`config.mk`:
```
export PLATFORM = sky130hd
export DESIGN_NAME = ssr_sanitize_status_reporter
export DESIGN_NICKNAME = d
export VERILOG_FILES = /design/src/ssr_pkg.sv /design/src/ssr_sanitize_status_reporter.sv
export SDC_FILE = /design/constraint.sdc
export NUM_CORES = 1
export LEC_CHECK = 0
export BUFFER_PORTS_ARGS = -buffer_cell sky130_fd_sc_hd__buf_2
export CORE_MARGIN = 3
export CORE_UTILIZATION = 45
export CTS_BUF_LIST = sky130_fd_sc_hd__clkbuf_8
export DETAILED_ROUTE_END_ITERATION = 7
export HOLD_SLACK_MARGIN = 0.02
export PLACE_DENSITY = 0.82
export SLEW_MARGIN = 25
export SYNTH_ARGS = -nofsm -noshare
export SYNTH_HDL_FRONTEND = slang
export SYNTH_SLANG_ARGS = --single-unit
export TNS_END_PERCENT = 5
```
`constraint.sdc`:
```
create_clock -name i_clock -period 2.4 [get_ports i_clock]
set_input_delay 0 -clock i_clock [delete_from_list [all_inputs] [get_ports i_clock]]
set_output_delay 0 -clock i_clock [all_outputs]
set_load 0.01 [all_outputs]
```
`src/ssr_pkg.sv`:
```
// constants for the sanitize status reporter
package ssr_pkg;
  localparam logic [7:0] SSR_CMD_OPCODE = 8'hB4;
  localparam logic [15:0] SSR_FEAT_STATUS = 16'h0000;
  localparam int SSR_CNT_CLEAR_BIT = 0;
  localparam int SSR_CNT_DONE_BIT = 15;
  localparam int SSR_CNT_BUSY_BIT = 14;
  localparam int SSR_CNT_FROZEN_BIT = 13;
  localparam logic [15:0] SSR_PROGRESS_IDLE = 16'hFFFF;
  localparam logic [7:0] SSR_RSN_NONE = 8'h00;
  localparam logic [7:0] SSR_RSN_UNSUCCESSFUL = 8'h01;
  localparam logic [7:0] SSR_RSN_BAD_FEATURE = 8'h02;
  localparam logic [7:0] SSR_RSN_FROZEN = 8'h03;
  localparam int SSR_ERR_ABORT_BIT = 2;
  localparam int SSR_STS_ERR_BIT = 0;
  localparam int SSR_STS_DSC_BIT = 4;
  localparam int SSR_STS_RDY_BIT = 6;
  localparam logic [7:0] SSR_STATUS_OK = 8'h50;
  typedef enum logic [2:0] {
    SSR_SD_IDLE = 3'h0,
    SSR_SD_FROZEN = 3'h1,
    SSR_SD_RUNNING = 3'h2,
    SSR_SD_FAILED = 3'h3,
    SSR_SD_SUCCEEDED = 3'h4
  } ssr_sd_state_t;
endpackage

```
`src/ssr_sanitize_status_reporter.sv`:
```
// sanitize status query handling and sanitize device state tracking
// Operation
// RULE1: opcode B4h with feature 0000h selects the status query
// RULE2: the status query is served in every sanitize state
// RULE3: clear-failed, failure mode set and failed operation return machine to idle
// RULE4: clear-failed with failure mode clear aborts the query
// RULE5: count bit 15 set on success, cleared on entering running state
// RULE6: completion flag kept outside reset, reloaded from stored copy
// RULE7: count bit 14 reports a sanitize in progress
// RULE8: count bit 13 reports the frozen state
// RULE9: progress high byte on cylinder low, low byte on sector number
// RULE10: progress reads all ones outside the running state
// RULE11: progress is numerator over 65536, rising as sanitize advances
// RULE12: abort error when completed sanitize left sectors unsanitized
// RULE13: error reason code on sector number from the listed codes
// RULE14: frozen state returns to idle on power-on or hardware reset
// RULE15: clear-failed outside failed state is ignored, status returned
// RULE16: reserved reason codes never returned, unlisted gives code 00h
`timescale 1ns/1ps
`default_nettype none
module ssr_sanitize_status_reporter
  import ssr_pkg::*;
(
  input wire logic i_clock,
  input wire logic i_rst,
  // command block from the host
  input wire logic i_cmd_valid,
  input wire logic [7:0] i_cmd_opcode,
  input wire logic [15:0] i_cmd_feature,
  input wire logic [15:0] i_cmd_count,
  // events from the sanitize engine
  input wire logic i_san_start,
  input wire logic i_san_fail_mode,
  input wire logic i_san_progress_valid,
  input wire logic [15:0] i_san_progress,
  input wire logic i_san_done,
  input wire logic i_san_ok,
  input wire logic i_san_freeze,
  input wire logic i_nv_done,
  // answer to the host
  output logic o_rsp_valid,
  output logic [7:0] o_rsp_error,
  output logic [7:0] o_rsp_status,
  output logic [15:0] o_rsp_count,
  output logic [7:0] o_rsp_sector_number,
  output logic [7:0] o_rsp_cylinder_low,
  output logic o_nv_done,
  output logic [2:0] o_sd_state
);
  ssr_sd_state_t state_q, state_d;
  logic fail_mode_q;
  logic fail_mode_d;
  logic unsanitized_q;
  logic unsanitized_d;
  logic [15:0] progress_q;
  logic [15:0] progress_d;
  logic done_q;
  logic done_d;
  logic load_q;
  logic rsp_valid_q;
  logic [7:0] rsp_error_q;
  logic [7:0] rsp_error_d;
  logic [7:0] rsp_status_q;
  logic [7:0] rsp_status_d;
  logic [15:0] rsp_count_q;
  logic [15:0] rsp_count_d;
  logic [7:0] rsp_sn_q;
  logic [7:0] rsp_sn_d;
  logic [7:0] rsp_cl_q;
  logic [7:0] rsp_cl_d;

  // error byte: only the abort bit is ever raised by this block
  function automatic logic [7:0] f_error(input logic abort);
    logic [7:0] e;
    e = 8'h00;
    e[SSR_ERR_ABORT_BIT] = abort;
    f_error = e;
  endfunction

  // status byte: ready and seek complete stand, error follows a refusal
  function automatic logic [7:0] f_status(input logic err);
    logic [7:0] s;
    s = 8'h00;
    s[SSR_STS_RDY_BIT] = 1'b1;
    s[SSR_STS_DSC_BIT] = 1'b1;
    s[SSR_STS_ERR_BIT] = err;
    f_status = s;
  endfunction

  // RULE13: RULE16: listed codes only
  function automatic logic [7:0] f_reason(input logic bad_feature, input logic unsanitized);
    logic [7:0] r;
    r = SSR_RSN_NONE;
    if (bad_feature) begin
      r = SSR_RSN_BAD_FEATURE;
    end else if (unsanitized) begin
      r = SSR_RSN_UNSUCCESSFUL;
    end
    f_reason = r;
  endfunction

  // state tests shared by the decode, the flags and the progress path
  wire in_frozen = (state_q == SSR_SD_FROZEN);
  wire in_running = (state_q == SSR_SD_RUNNING);
  wire in_failed = (state_q == SSR_SD_FAILED);
  // a start counts only where the machine really enters running, so an
  // ignored start in frozen or failed cannot disturb the bookkeeping
  wire start_taken = (state_d == SSR_SD_RUNNING) && !in_running;
  wire finish_ok = in_running && i_san_done && i_san_ok;
  wire finish_bad = in_running && i_san_done && !i_san_ok;

  // RULE1: status query decode
  wire is_status = i_cmd_valid && (i_cmd_opcode == SSR_CMD_OPCODE)
                   && (i_cmd_feature == SSR_FEAT_STATUS);
  // any other opcode or feature is refused as an invalid feature value
  wire refuse_feature = i_cmd_valid && !is_status;
  // RULE15: clear outside failed ignored
  wire clear_req = is_status && i_cmd_count[SSR_CNT_CLEAR_BIT] && in_failed;
  // RULE4: abort without failure mode
  wire abort_clear = clear_req && !fail_mode_q;
  // RULE3: failed back to idle
  wire do_clear = clear_req && fail_mode_q;
  // RULE12: abort on unsanitized sectors
  wire abort_unsan = is_status && in_failed && unsanitized_q && !do_clear;
  wire do_abort = abort_clear || abort_unsan;
  wire rsp_err = refuse_feature || do_abort;
  wire [7:0] reason = f_reason(refuse_feature, abort_unsan);

  // RULE10: all ones outside running
  wire [15:0] progress_out = in_running ? progress_q : SSR_PROGRESS_IDLE;

  // RULE5: RULE7: RULE8: flag bit placement
  wire [15:0] count_out;
  for (genvar b = 0; b < 16; b++) begin : g_count
    if (b == SSR_CNT_DONE_BIT) begin : g_done
      assign count_out[b] = done_q;
    end else if (b == SSR_CNT_BUSY_BIT) begin : g_busy
      assign count_out[b] = in_running;
    end else if (b == SSR_CNT_FROZEN_BIT) begin : g_frozen
      assign count_out[b] = in_frozen;
    end else begin : g_zero
      assign count_out[b] = 1'b0;
    end
  end

  // state moves; RULE2: the query never blocks any state
  always_comb begin
    state_d = state_q;
    case (state_q)
      SSR_SD_IDLE, SSR_SD_SUCCEEDED: begin
        if (i_san_freeze) begin
          state_d = SSR_SD_FROZEN;
        end else if (i_san_start) begin
          state_d = SSR_SD_RUNNING;
        end
      end
      SSR_SD_FROZEN: begin
        state_d = SSR_SD_FROZEN;
      end
      SSR_SD_RUNNING: begin
        if (i_san_done) begin
          state_d = i_san_ok ? SSR_SD_SUCCEEDED : SSR_SD_FAILED;
        end
      end
      SSR_SD_FAILED: begin
        // RULE15: clear outside failed never reaches here
        if (do_clear) begin
          state_d = SSR_SD_IDLE;
        end else if (i_san_start && fail_mode_q) begin
          state_d = SSR_SD_RUNNING;
        end
      end
      default: begin
        state_d = SSR_SD_IDLE;
      end
    endcase
  end

  // RULE14: any reset leaves frozen for idle
  always_ff @(posedge i_clock) begin
    if (i_rst) begin
      state_q <= SSR_SD_IDLE;
    end else begin
      state_q <= state_d;
    end
  end

  // next values: a set wins over a clear wherever both could meet
  assign fail_mode_d = start_taken ? i_san_fail_mode : fail_mode_q;
  assign unsanitized_d = finish_bad
                         || (unsanitized_q && !start_taken && !finish_ok && !do_clear);

  // RULE11: numerator over 65536
  // engine updates may be sparse, so the last value holds between them
  assign progress_d = !in_running ? 16'h0000
                      : (i_san_progress_valid ? i_san_progress : progress_q);

  // RULE5: RULE6: success, start, stored copy
  // a start in the reload cycle must still clear, hence reload comes last
  assign done_d = finish_ok ? 1'b1
                  : (start_taken ? 1'b0 : (load_q ? i_nv_done : done_q));

  // RULE2: RULE9: answer in every state
  assign rsp_error_d = f_error(rsp_err);
  assign rsp_status_d = f_status(rsp_err);
  assign rsp_count_d = count_out;
  assign rsp_sn_d = rsp_err ? reason : progress_out[7:0];
  assign rsp_cl_d = refuse_feature ? 8'h00 : progress_out[15:8];

  always_ff @(posedge i_clock) begin
    if (i_rst) begin
      fail_mode_q <= 1'b0;
    end else begin
      fail_mode_q <= fail_mode_d;
    end
  end

  always_ff @(posedge i_clock) begin
    if (i_rst) begin
      unsanitized_q <= 1'b0;
    end else begin
      unsanitized_q <= unsanitized_d;
    end
  end

  always_ff @(posedge i_clock) begin
    if (i_rst) begin
      progress_q <= 16'h0000;
    end else begin
      progress_q <= progress_d;
    end
  end

  // RULE6: reload stored flag
  // the flag lives outside this block; reset clears the local copy and arms the one-cycle reload
  always_ff @(posedge i_clock) begin
    if (i_rst) begin
      load_q <= 1'b1;
    end else begin
      load_q <= 1'b0;
    end
  end

  always_ff @(posedge i_clock) begin
    if (i_rst) begin
      done_q <= 1'b0;
    end else begin
      done_q <= done_d;
    end
  end

  // answer strobe follows every taken command by one cycle
  always_ff @(posedge i_clock) begin
    if (i_rst) begin
      rsp_valid_q <= 1'b0;
    end else begin
      rsp_valid_q <= i_cmd_valid;
    end
  end

  // answer bytes hold until the next command replaces them
  always_ff @(posedge i_clock) begin
    if (i_rst) begin
      rsp_error_q <= 8'h00;
    end else if (i_cmd_valid) begin
      rsp_error_q <= rsp_error_d;
    end
  end

  always_ff @(posedge i_clock) begin
    if (i_rst) begin
      rsp_status_q <= 8'h00;
    end else if (i_cmd_valid) begin
      rsp_status_q <= rsp_status_d;
    end
  end

  always_ff @(posedge i_clock) begin
    if (i_rst) begin
      rsp_count_q <= 16'h0000;
    end else if (i_cmd_valid) begin
      rsp_count_q <= rsp_count_d;
    end
  end

  always_ff @(posedge i_clock) begin
    if (i_rst) begin
      rsp_sn_q <= 8'h00;
    end else if (i_cmd_valid) begin
      rsp_sn_q <= rsp_sn_d;
    end
  end

  always_ff @(posedge i_clock) begin
    if (i_rst) begin
      rsp_cl_q <= 8'h00;
    end else if (i_cmd_valid) begin
      rsp_cl_q <= rsp_cl_d;
    end
  end

  assign o_rsp_valid = rsp_valid_q;
  assign o_rsp_error = rsp_error_q;
  assign o_rsp_status = rsp_status_q;
  assign o_rsp_count = rsp_count_q;
  assign o_rsp_sector_number = rsp_sn_q;
  assign o_rsp_cylinder_low = rsp_cl_q;
  assign o_nv_done = done_q;
  assign o_sd_state = state_q;
endmodule
`default_nettype wire

```
# == Word level (Yosys, flattened, before mapping) ==
# Cells that the tools add are included.
# Widths: inputs -> output; s select.
# word_totals
word_cells,68
out_inout_bits,53
register_bits,46
inputBits,66
# classes
reduce_logical,33
bitwise_logic,1
n_mux,16
eq_ne,6
# ops
op,n
$logic_and 1x1->1,18
$mux 3,6
$logic_not 16->1,1
$mux 16,1
$mux 8,2
$pmux 3 s4,1
$eq 3x2->1 const B,3
$eq 8x8->1 const B,1
$logic_not 1->1,7
$mux 1,5
$reduce_or 2->1,2
$eq 3x1->1 const B,1
$eq 3x3->1 const B,1
$logic_not 3->1,1
$logic_or 1x1->1,3
$reduce_bool 3->1,1
$mux 2,1
$not 1->1,1

# == Logic depth before layout (Yosys ltp) ==
# Gate-level depths: netlist of run 1.
# depth
word_depth,15
mapped_depth,7
mapped_depth_nobuf,6

# == Least setup slack after synthesis of run 1 ==
# OpenSTA, ideal clock, no wires.
# synth_timing
kind,flip-flop to flip-flop
from,"register state_q[1], in the netlist o_sd_state[1]"
to,register fail_mode_q
path_stages_with_launch,8
setup_slack_ns,0.682
period_less_slack_ns,1.718
setup_time_ns,0.072
arrival_time_ns,1.647
t_required_ns,2.328
path_buffers,1
path_cell_list,dfxtp_1 or3b_1 buf_2 a21oi_2 a21oi_1 a41o_1 nor2_2 mux2i_1
# synth_between
elab_chain_len,7
elab_cells_between_ends,17
cone_classes,eq/ne: 5; mux: 6; reduce/logical: 6
# synth_lines
item,line,text
"start, declared",ssr_sanitize_status_reporter.sv:50,"ssr_sd_state_t state_q, state_d;"
"start signal, assigned",ssr_sanitize_status_reporter.sv:184,state_q <= state_d;
$eq 3x2->1,"ssr_sanitize_status_reporter.sv:105, ssr_sanitize_status_reporter.sv:149",
$logic_and 1x1->1,ssr_sanitize_status_reporter.sv:118,wire clear_req = is_status && i_cmd_count[SSR_CNT_CLEAR_BIT] && in_failed;
$logic_and 1x1->1,ssr_sanitize_status_reporter.sv:122,wire do_clear = clear_req && fail_mode_q;
$mux 3,ssr_sanitize_status_reporter.sv:167,if (do_clear) begin
$pmux 3 s4,ssr_sanitize_status_reporter.sv:149,case (state_q)
$eq 3x2->1,ssr_sanitize_status_reporter.sv:108,wire start_taken = (state_d == SSR_SD_RUNNING) && !in_running;
$logic_and 1x1->1 *,ssr_sanitize_status_reporter.sv:108,
"end signal, assigned",ssr_sanitize_status_reporter.sv:214,fail_mode_q <= fail_mode_d;
"end, declared",ssr_sanitize_status_reporter.sv:51,logic fail_mode_q;
# Mark *: on every way between the ends. The rest lies on a longest branch, timed or not.
# A chain may end at the register's enable or synchronous reset.

# == Worst setup path in the final report of run 1 ==
# Ends and elaborated chain as after synthesis.

==> flow_summary.ini, run 1 <==
[timing]
holdWs_ns = 0.04604
fin_crit_sh = 0.7329
drv_slew = 0
final.setup_skew_ns = 0.007540
fin_crit_ns = 1.759
tightest_slew_ns = 0.6338
rsz0062_at_grt = false
setup_violations = 0
timing_hold_violations_final = 0
timing.fmax_mhz = 568.5
tns_ns = 0
slew_headroom = 0.5775

[placed_design]
dp_hpwl_um = 3417
routabilityCongestion = 0.7826
portBuffers = 78

[yosys]
synth_edf_count = 0
yosysTopAreaCell = dfxtp_1
yosys_warnings = 0
synth_most_common_cell = dfxtp_1
synthesis.area_um2 = 2046
synth-seq-cells = 45
synthTopCellsByArea = dfxtp_1 44%, buf_4 9.9%, mux2i_1 9.8%, nor2_1 6.2%, a21oi_1 3.7%
postSynth.asyncResetShare = 0
ys_seq_area_frac = 0.4404
ys_types = 41
synth-main-ff-cell = dfxtp_1
yosys.area.top_type_share = 0.4404
syn_avg_cell_area_um2 = 8.818
syn_inst = 232
ys_top_cells_by_count = 45 x dfxtp_1, 34 x nor2_1, 27 x buf_4, 20 x mux2i_1, 19 x nand2_1

[floorplan]
die_y_um = 73.43
ioPinCount = 119
die_width_um = 73.43
placementRows = 23
initial_utilization = 0.4869
die-area_um2 = 5391
core_um2 = 4202

[drt]
drc = 0
postRouteAntennaNets = 0
via_per_inst = 4.909
wl_per_cell_um = 13.00
via_count = 1836
first_pass_iters = 4
wirelength_um = 4861
drt_iter0_markers = 56

[clocking]
cts_buffers = 5
post_cts_resized = 0
clkTransAtPathRegs_ns = 0.08
root_buffer = clkbuf_8
clk_latency_ns = 0.29
cts_tree = done
cts_max_path_buffers = 2
htreeDepth = 2
clock-sinks = 45

[pwr]
power_density_nw_per_um2 = 559.2
ir_drop_v = 0.0003642
power_leakage_nw = 1.249

[setup_path]
crit_chain = or3b_1 > a21oi_2 > a21oi_1 > a41o_1 > nor2_2 > mux2i_1
end_kind = register
crit_slowest_cell = dfxtp_1
criticalPathCategory = reg2reg
cp.arrival_ns = 1.98
worstSetupStartpointType = register
critPathMaxFanout = 9
max_stage_delay_ns = 0.46
cp.required_ns = 2.62
cp_num_buf_inv = 0
crit_family = simple AND/OR/NAND/NOR gates

[grt]
grt_pass1_vias = 1748
grt_usage = 0.1812
antenna_found_initial = 0
gr-total-overflow = 0
grt_pass1_wl_um = 7734
grt_max_degree = 28

[final_layout]
fin_nets = 389
antenna_cells = 0
area_growth_pct = 28.26
drive_gt1_frac = 0.2932
nFillCells = 378

[worst_hold_path]
hold_path.class = in2reg

[run]
drv_cap = 0

[outcome]
status = finished clean
## timing repair
item / in CTS / in global routing
endpoints found under the hold margin: 18 / 0
endpoints found under the setup margin: 0 / 0
hold buffers: 18 / 0
setup buffers: 0 / 0
## through the flow
step                power, mW  worst slack, ns  utilization  cells  instance area, um2
finish                  1.467           0.6411       0.6245    374                2624
CTS                     1.477           0.6307       0.6245    374                2624
global route            1.555           0.4232       0.6245    374                2624
floorplan              0.9553           0.6818            -    256                2136
global placement        1.002           0.5384       0.5608    348                2356
detailed placement      1.006           0.5046       0.5608    348                2356
## area by class of cell
type | count | area (um2) | share of cell area
Clock buffer | 5 | 68.82 | 0.02623
Clock inverter | 3 | 18.77 | 0.007153
Inverter | 3 | 11.26 | 0.004292
Multi-Input combinational cell | 170 | 975.9 | 0.3720
Sequential cell | 45 | 900.9 | 0.3433
Tap cell | 50 | 62.56 | 0.02384
Timing Repair Buffer | 98 | 585.6 | 0.2232
## layout by cell type (no fill, tap or decap), drive strengths merged, types with 4 or more instances in the layout
master,synthesis,final
clkbuf,7,5
nand2b,5,5
dfxtp,45,45
a21oi,16,16
nor2,35,35
nand3,4,4
buf,31,80
inv,3,4
nand2,19,19
dlygate4sd3,0,18
mux2i,20,20
conb,1,25
o21ai,18,18
## registers in the layout, summed over array words and instances, names as in the netlist, 2 cells and up
register             cells
o_rsp_cylinder_low       8
o_sd_state               3
o_rsp_status             2
o_rsp_count              3
o_rsp_sector_number      8
progress_q              16
## layer usage
layer  up-vias  global-route usage  share of wire
met5         -                   0              0
met4         0             0.05433         0.0082
met3         5             0.03830          0.084
met2        77              0.3168           0.48
met1       833              0.2225           0.43
li1        921                   -              -
## where the power goes
| group | switching [mW] | internal, mW | total [mW] |
|---|---|---|---|
| logic | 0.121 | 0.107 | 0.228 |
| clock network | 0.253 | 0.201 | 0.454 |
| registers | 0.0186 | 0.766 | 0.785 |
| total | 0.393 | 1.07 | 1.47 |
## kinds of logic after synthesis
| kind of cell | count (synthesis) | share of synthesized area |
|---|---|---|
| other cells | 1 | 0.001833 |
| flops | 45 | 0.4404 |
| mux | 20 | 0.09786 |
| simple gates | 80 | 0.2031 |
| buf+inv | 41 | 0.1266 |
| compound gates | 45 | 0.1303 |
## worst reg2reg max path, cell delays in order (launching register included)
cell and delay [ns]:
dfxtp_1 0.46, or3b_1 0.42, a21oi_2 0.12, a21oi_1 0.07, a41o_1 0.26, nor2_2 0.16, mux2i_1 0.21
## worst paths after layout
check | from | slack (ns) | cells after the start | endpoint
worst max-delay path | o_sd_state[1]$_SDFF_PP0_ | 0.64 | 6 | fail_mode_q$_SDFFE_PP0P_
worst min-delay path | i_san_freeze | 0.05 | 4 | o_sd_state[2]$_SDFF_PP0_
worst max register to register | o_sd_state[1]$_SDFF_PP0_ | 0.64 | 6 | fail_mode_q$_SDFFE_PP0P_
worst min register to register | o_rsp_sector_number[3]$_SDFFE_PP0P_ | 0.46 | 2 | o_rsp_sector_number[3]$_SDFFE_PP0P_
Note: power is estimated with default switching activity, not from simulation.
==> run 2: changes to the inputs <==
--- a/config.mk
+++ b/config.mk
@@ -5,13 +5,14 @@
 export SDC_FILE = /design/constraint.sdc
 export NUM_CORES = 1
 export LEC_CHECK = 0
+export ABC_AREA = 1
 export BUFFER_PORTS_ARGS = -buffer_cell sky130_fd_sc_hd__buf_2
 export CORE_MARGIN = 3
-export CORE_UTILIZATION = 45
+export CORE_UTILIZATION = 41
 export CTS_BUF_LIST = sky130_fd_sc_hd__clkbuf_8
 export DETAILED_ROUTE_END_ITERATION = 7
 export HOLD_SLACK_MARGIN = 0.02
-export PLACE_DENSITY = 0.82
+export PLACE_DENSITY = 0.78
 export SLEW_MARGIN = 25
 export SYNTH_ARGS = -nofsm -noshare
 export SYNTH_HDL_FRONTEND = slang
==> constraint.sdc (replaced) <==
create_clock -name i_clock -period 1.6 [get_ports i_clock]
set_input_delay 0 -clock i_clock [delete_from_list [all_inputs] [get_ports i_clock]]
set_output_delay 0 -clock i_clock [all_outputs]
set_load 0.01 [all_outputs]
==> run 2 against run 1 <==
  * Count of clock-buffer cells in the layout unchanged
  * Cell area is 4.7% higher
  * Cell count grew 21%
  * Area after synthesis is 2.7% higher
  * Utilization shrank 5.8 points
  * Critical path type unchanged
  * Largest cell class unchanged
  * Highest routed layer unchanged
==> flow_summary.ini, run 2 <==
[outcome]
status = finished clean

[yosys]
ys_top_cells_by_count = 69 x nand2_1, 45 x dfxtp_1, 38 x a21oi_1, 29 x nor2_1, 27 x buf_4
synthesis.area_um2 = 2101
syn_inst = 287
postSynth.asyncResetShare = 0
synthTopCellsByArea = dfxtp_1 43%, nand2_1 12%, buf_4 9.6%, a21oi_1 9.1%, nor2_1 5.2%
syn_avg_cell_area_um2 = 7.320
yosys.area.top_type_share = 0.4288
ys_seq_area_frac = 0.4288
synth-seq-cells = 45
ys_types = 25
synth-main-ff-cell = dfxtp_1
synth_edf_count = 0
yosysTopAreaCell = dfxtp_1
synth_most_common_cell = nand2_1
yosys_warnings = 0

[floorplan]
initial_utilization = 0.4333
die_width_um = 77.58
placementRows = 25
die-area_um2 = 6019
ioPinCount = 119
die_y_um = 77.58
core_um2 = 4848

[setup_path]
worst_r2r_path_depth = 9
max_stage_delay_ns = 0.34
cp.arrival_ns = 1.61
critPathMaxFanout = 5
crit_chain = inv_1 > nor2_2 > nand2_1 > inv_2 > nand4_4 > a21oi_2 > nand3_2 > nand2_1 > a21oi_1
crit_start = o_sd_state[1]$_SDFF_PP0_
worstSetupStartpointType = register
criticalPathCategory = reg2reg
cp.required_ns = 1.77
end_kind = register
crit_slowest_cell = dfxtp_2
worst_r2r_endpoint = o_nv_done$_SDFFE_PP0P_
cp_common_cell = nand2_1
rrSetupSlack_ns = 0.16
cp_num_buf_inv = 2
r2r_start = o_sd_state[1]$_SDFF_PP0_
crit_family = simple AND/OR/NAND/NOR gates

[clocking]
cts_max_path_buffers = 2
root_buffer = clkbuf_8
cts_tree = done
clock-sinks = 45
clkTransAtPathRegs_ns = 0.08
cts_buffers = 5
cts_setup_buffers = 0
clk_latency_ns = 0.29
htreeDepth = 2

[drt]
drt_iter0_markers = 83
postRouteAntennaNets = 0
via_per_inst = 4.564
drc = 0
wl_per_cell_um = 11.18
wirelength_um = 5055
first_pass_iters = 4
via_count = 2063

[timing]
timing.fmax_mhz = 696.5
tns_ns = 0
rsz0062_at_grt = true
fin_crit_ns = 1.436
timing_hold_violations_final = 0
drv_slew = 0
fin_crit_sh = 0.8974
final.setup_skew_ns = 0.007898
setup_violations = 0

[final_layout]
largest_register_ffs = 16
seqCellArea_um2 = 902.1
fin_nets = 451
multiInputGateArea_um2 = 932.1
drive_gt1_frac = 0.2831
final_common_cell = buf_2
nFillCells = 454
fin_area_um2 = 2748
top_register = progress_q
mostFrequentLayoutCells = 78 x buf_2, 68 x nand2_1, 44 x dfxtp_1, 38 x a21oi_1, 28 x nor2_1
area_growth_pct = 30.79
antenna_cells = 0

[worst_hold_path]
whs_path_depth = 4
min_from = i_san_start
hold_path.class = in2reg
holdPathEnd = o_sd_state[2]$_SDFF_PP0_

[placed_design]
portBuffers = 78
routabilityCongestion = 0.8140
dp_hpwl_um = 3618
postPlaceCellArea_um2 = 2466

[pwr]
power.total_mw = 2.248
power_density_nw_per_um2 = 818.3
clkPwrFrac = 0.299
internal_power_mw = 1.632
seqPwrFrac = 0.529
p_sw_uw = 616.3
power.share.switching = 0.2741
ir_drop_v = 0.0006546
power_frac_comb = 0.172
power_leakage_nw = 1.303

[grt]
grt_max_degree = 23
gr-total-overflow = 0
grt_pass1_vias = 1901
antenna_found_initial = 0
grt_pass1_wl_um = 8169
grt_usage = 0.1665

[run]
drv_cap = 0
## run 2: cell types whose count changed after synthesis, sizes merged, moves of 3 or more
cell	before	now
a21oi	16	39
inv	3	27
mux2i	20	0
nand2	19	72
nand2b	5	0
nand3	4	7
o2111ai	0	3
o21ai	18	15
## run 2: cells by family after synthesis
family,after synthesis,synth area share
AND/OR/NAND/NOR,113,0.2323
buffers and inverters,65,0.1727
flip-flops,45,0.4288
other,1,0.001785
AO/OA/AOI/OAI,63,0.1644
## run 2: routing by layer
layer,global-route usage,vias to the layer above,part of all wire
li1,-,1059,-
met1,0.1880,941,0.42
met2,0.3108,61,0.53
met3,0.03596,2,0.049
met4,0.04626,0,0.0030
met5,0,-,0
## run 2: area by class of cell
class,instances,area share
multi-input cells,201,0.3393
flip-flops and latches,45,0.3283
inverters,27,0.03780
repair buffers,105,0.2332
clock inverters,2,0.005920
clock buffers,5,0.02505
well taps,67,0.03051
## run 2: tightest hold or removal path: cells and delay by family
family	cells	cell delay [ns]
simple gates	2	0.11
compound gates	1	0.06
buf+inv	1	0.11
## run 2: power groups by stage
stage	clock network, mW	logic, mW	registers [mW]
final	0.672	0.387	1.19
after global routing	0.745	0.431	1.20
after detailed placement	0	0.347	1.22
after CTS	0.700	0.384	1.19
after global placement	0	0.341	1.21
after floorplan	0	0.238	1.23
## run 2: worst max-delay path by stage
stage | to | depth (start not counted) | slack (ns)
after floorplan | fail_mode_q$_SDFFE_PP0P_ | 11 | 0.11
after global placement | fail_mode_q$_SDFFE_PP0P_ | 9 | 0.12
after detailed placement | o_rsp_sector_number[5]$_SDFFE_PP0P_ | 10 | 0.04
after CTS | o_rsp_sector_number[5]$_SDFFE_PP0P_ | 10 | 0.02
after global routing | fail_mode_q$_SDFFE_PP0P_ | 10 | -0.03
final | o_nv_done$_SDFFE_PP0P_ | 9 | 0.16
## run 2: timing repair
action                     CTS  global route
hold buffers                19             0
hold endpoints to repair    19             0
resized for setup            0             5
setup endpoints to repair    0            25
## run 2: through the flow
stage | hold slack (ns) | utilization | setup WS, ns | cells
4_1_cts | 0.02152 | 0.5654 | 0.02272 | 452
3_5_place_dp | 0.2295 | 0.5086 | 0.04468 | 426
5_1_grt | 0.05286 | 0.5667 | -0.03431 | 452
6_report | 0.03758 | 0.5667 | 0.1642 | 452
3_3_place_gp | 0.2400 | 0.5086 | 0.1241 | 426
2_1_floorplan | 0.02772 | - | 0.1133 | 311
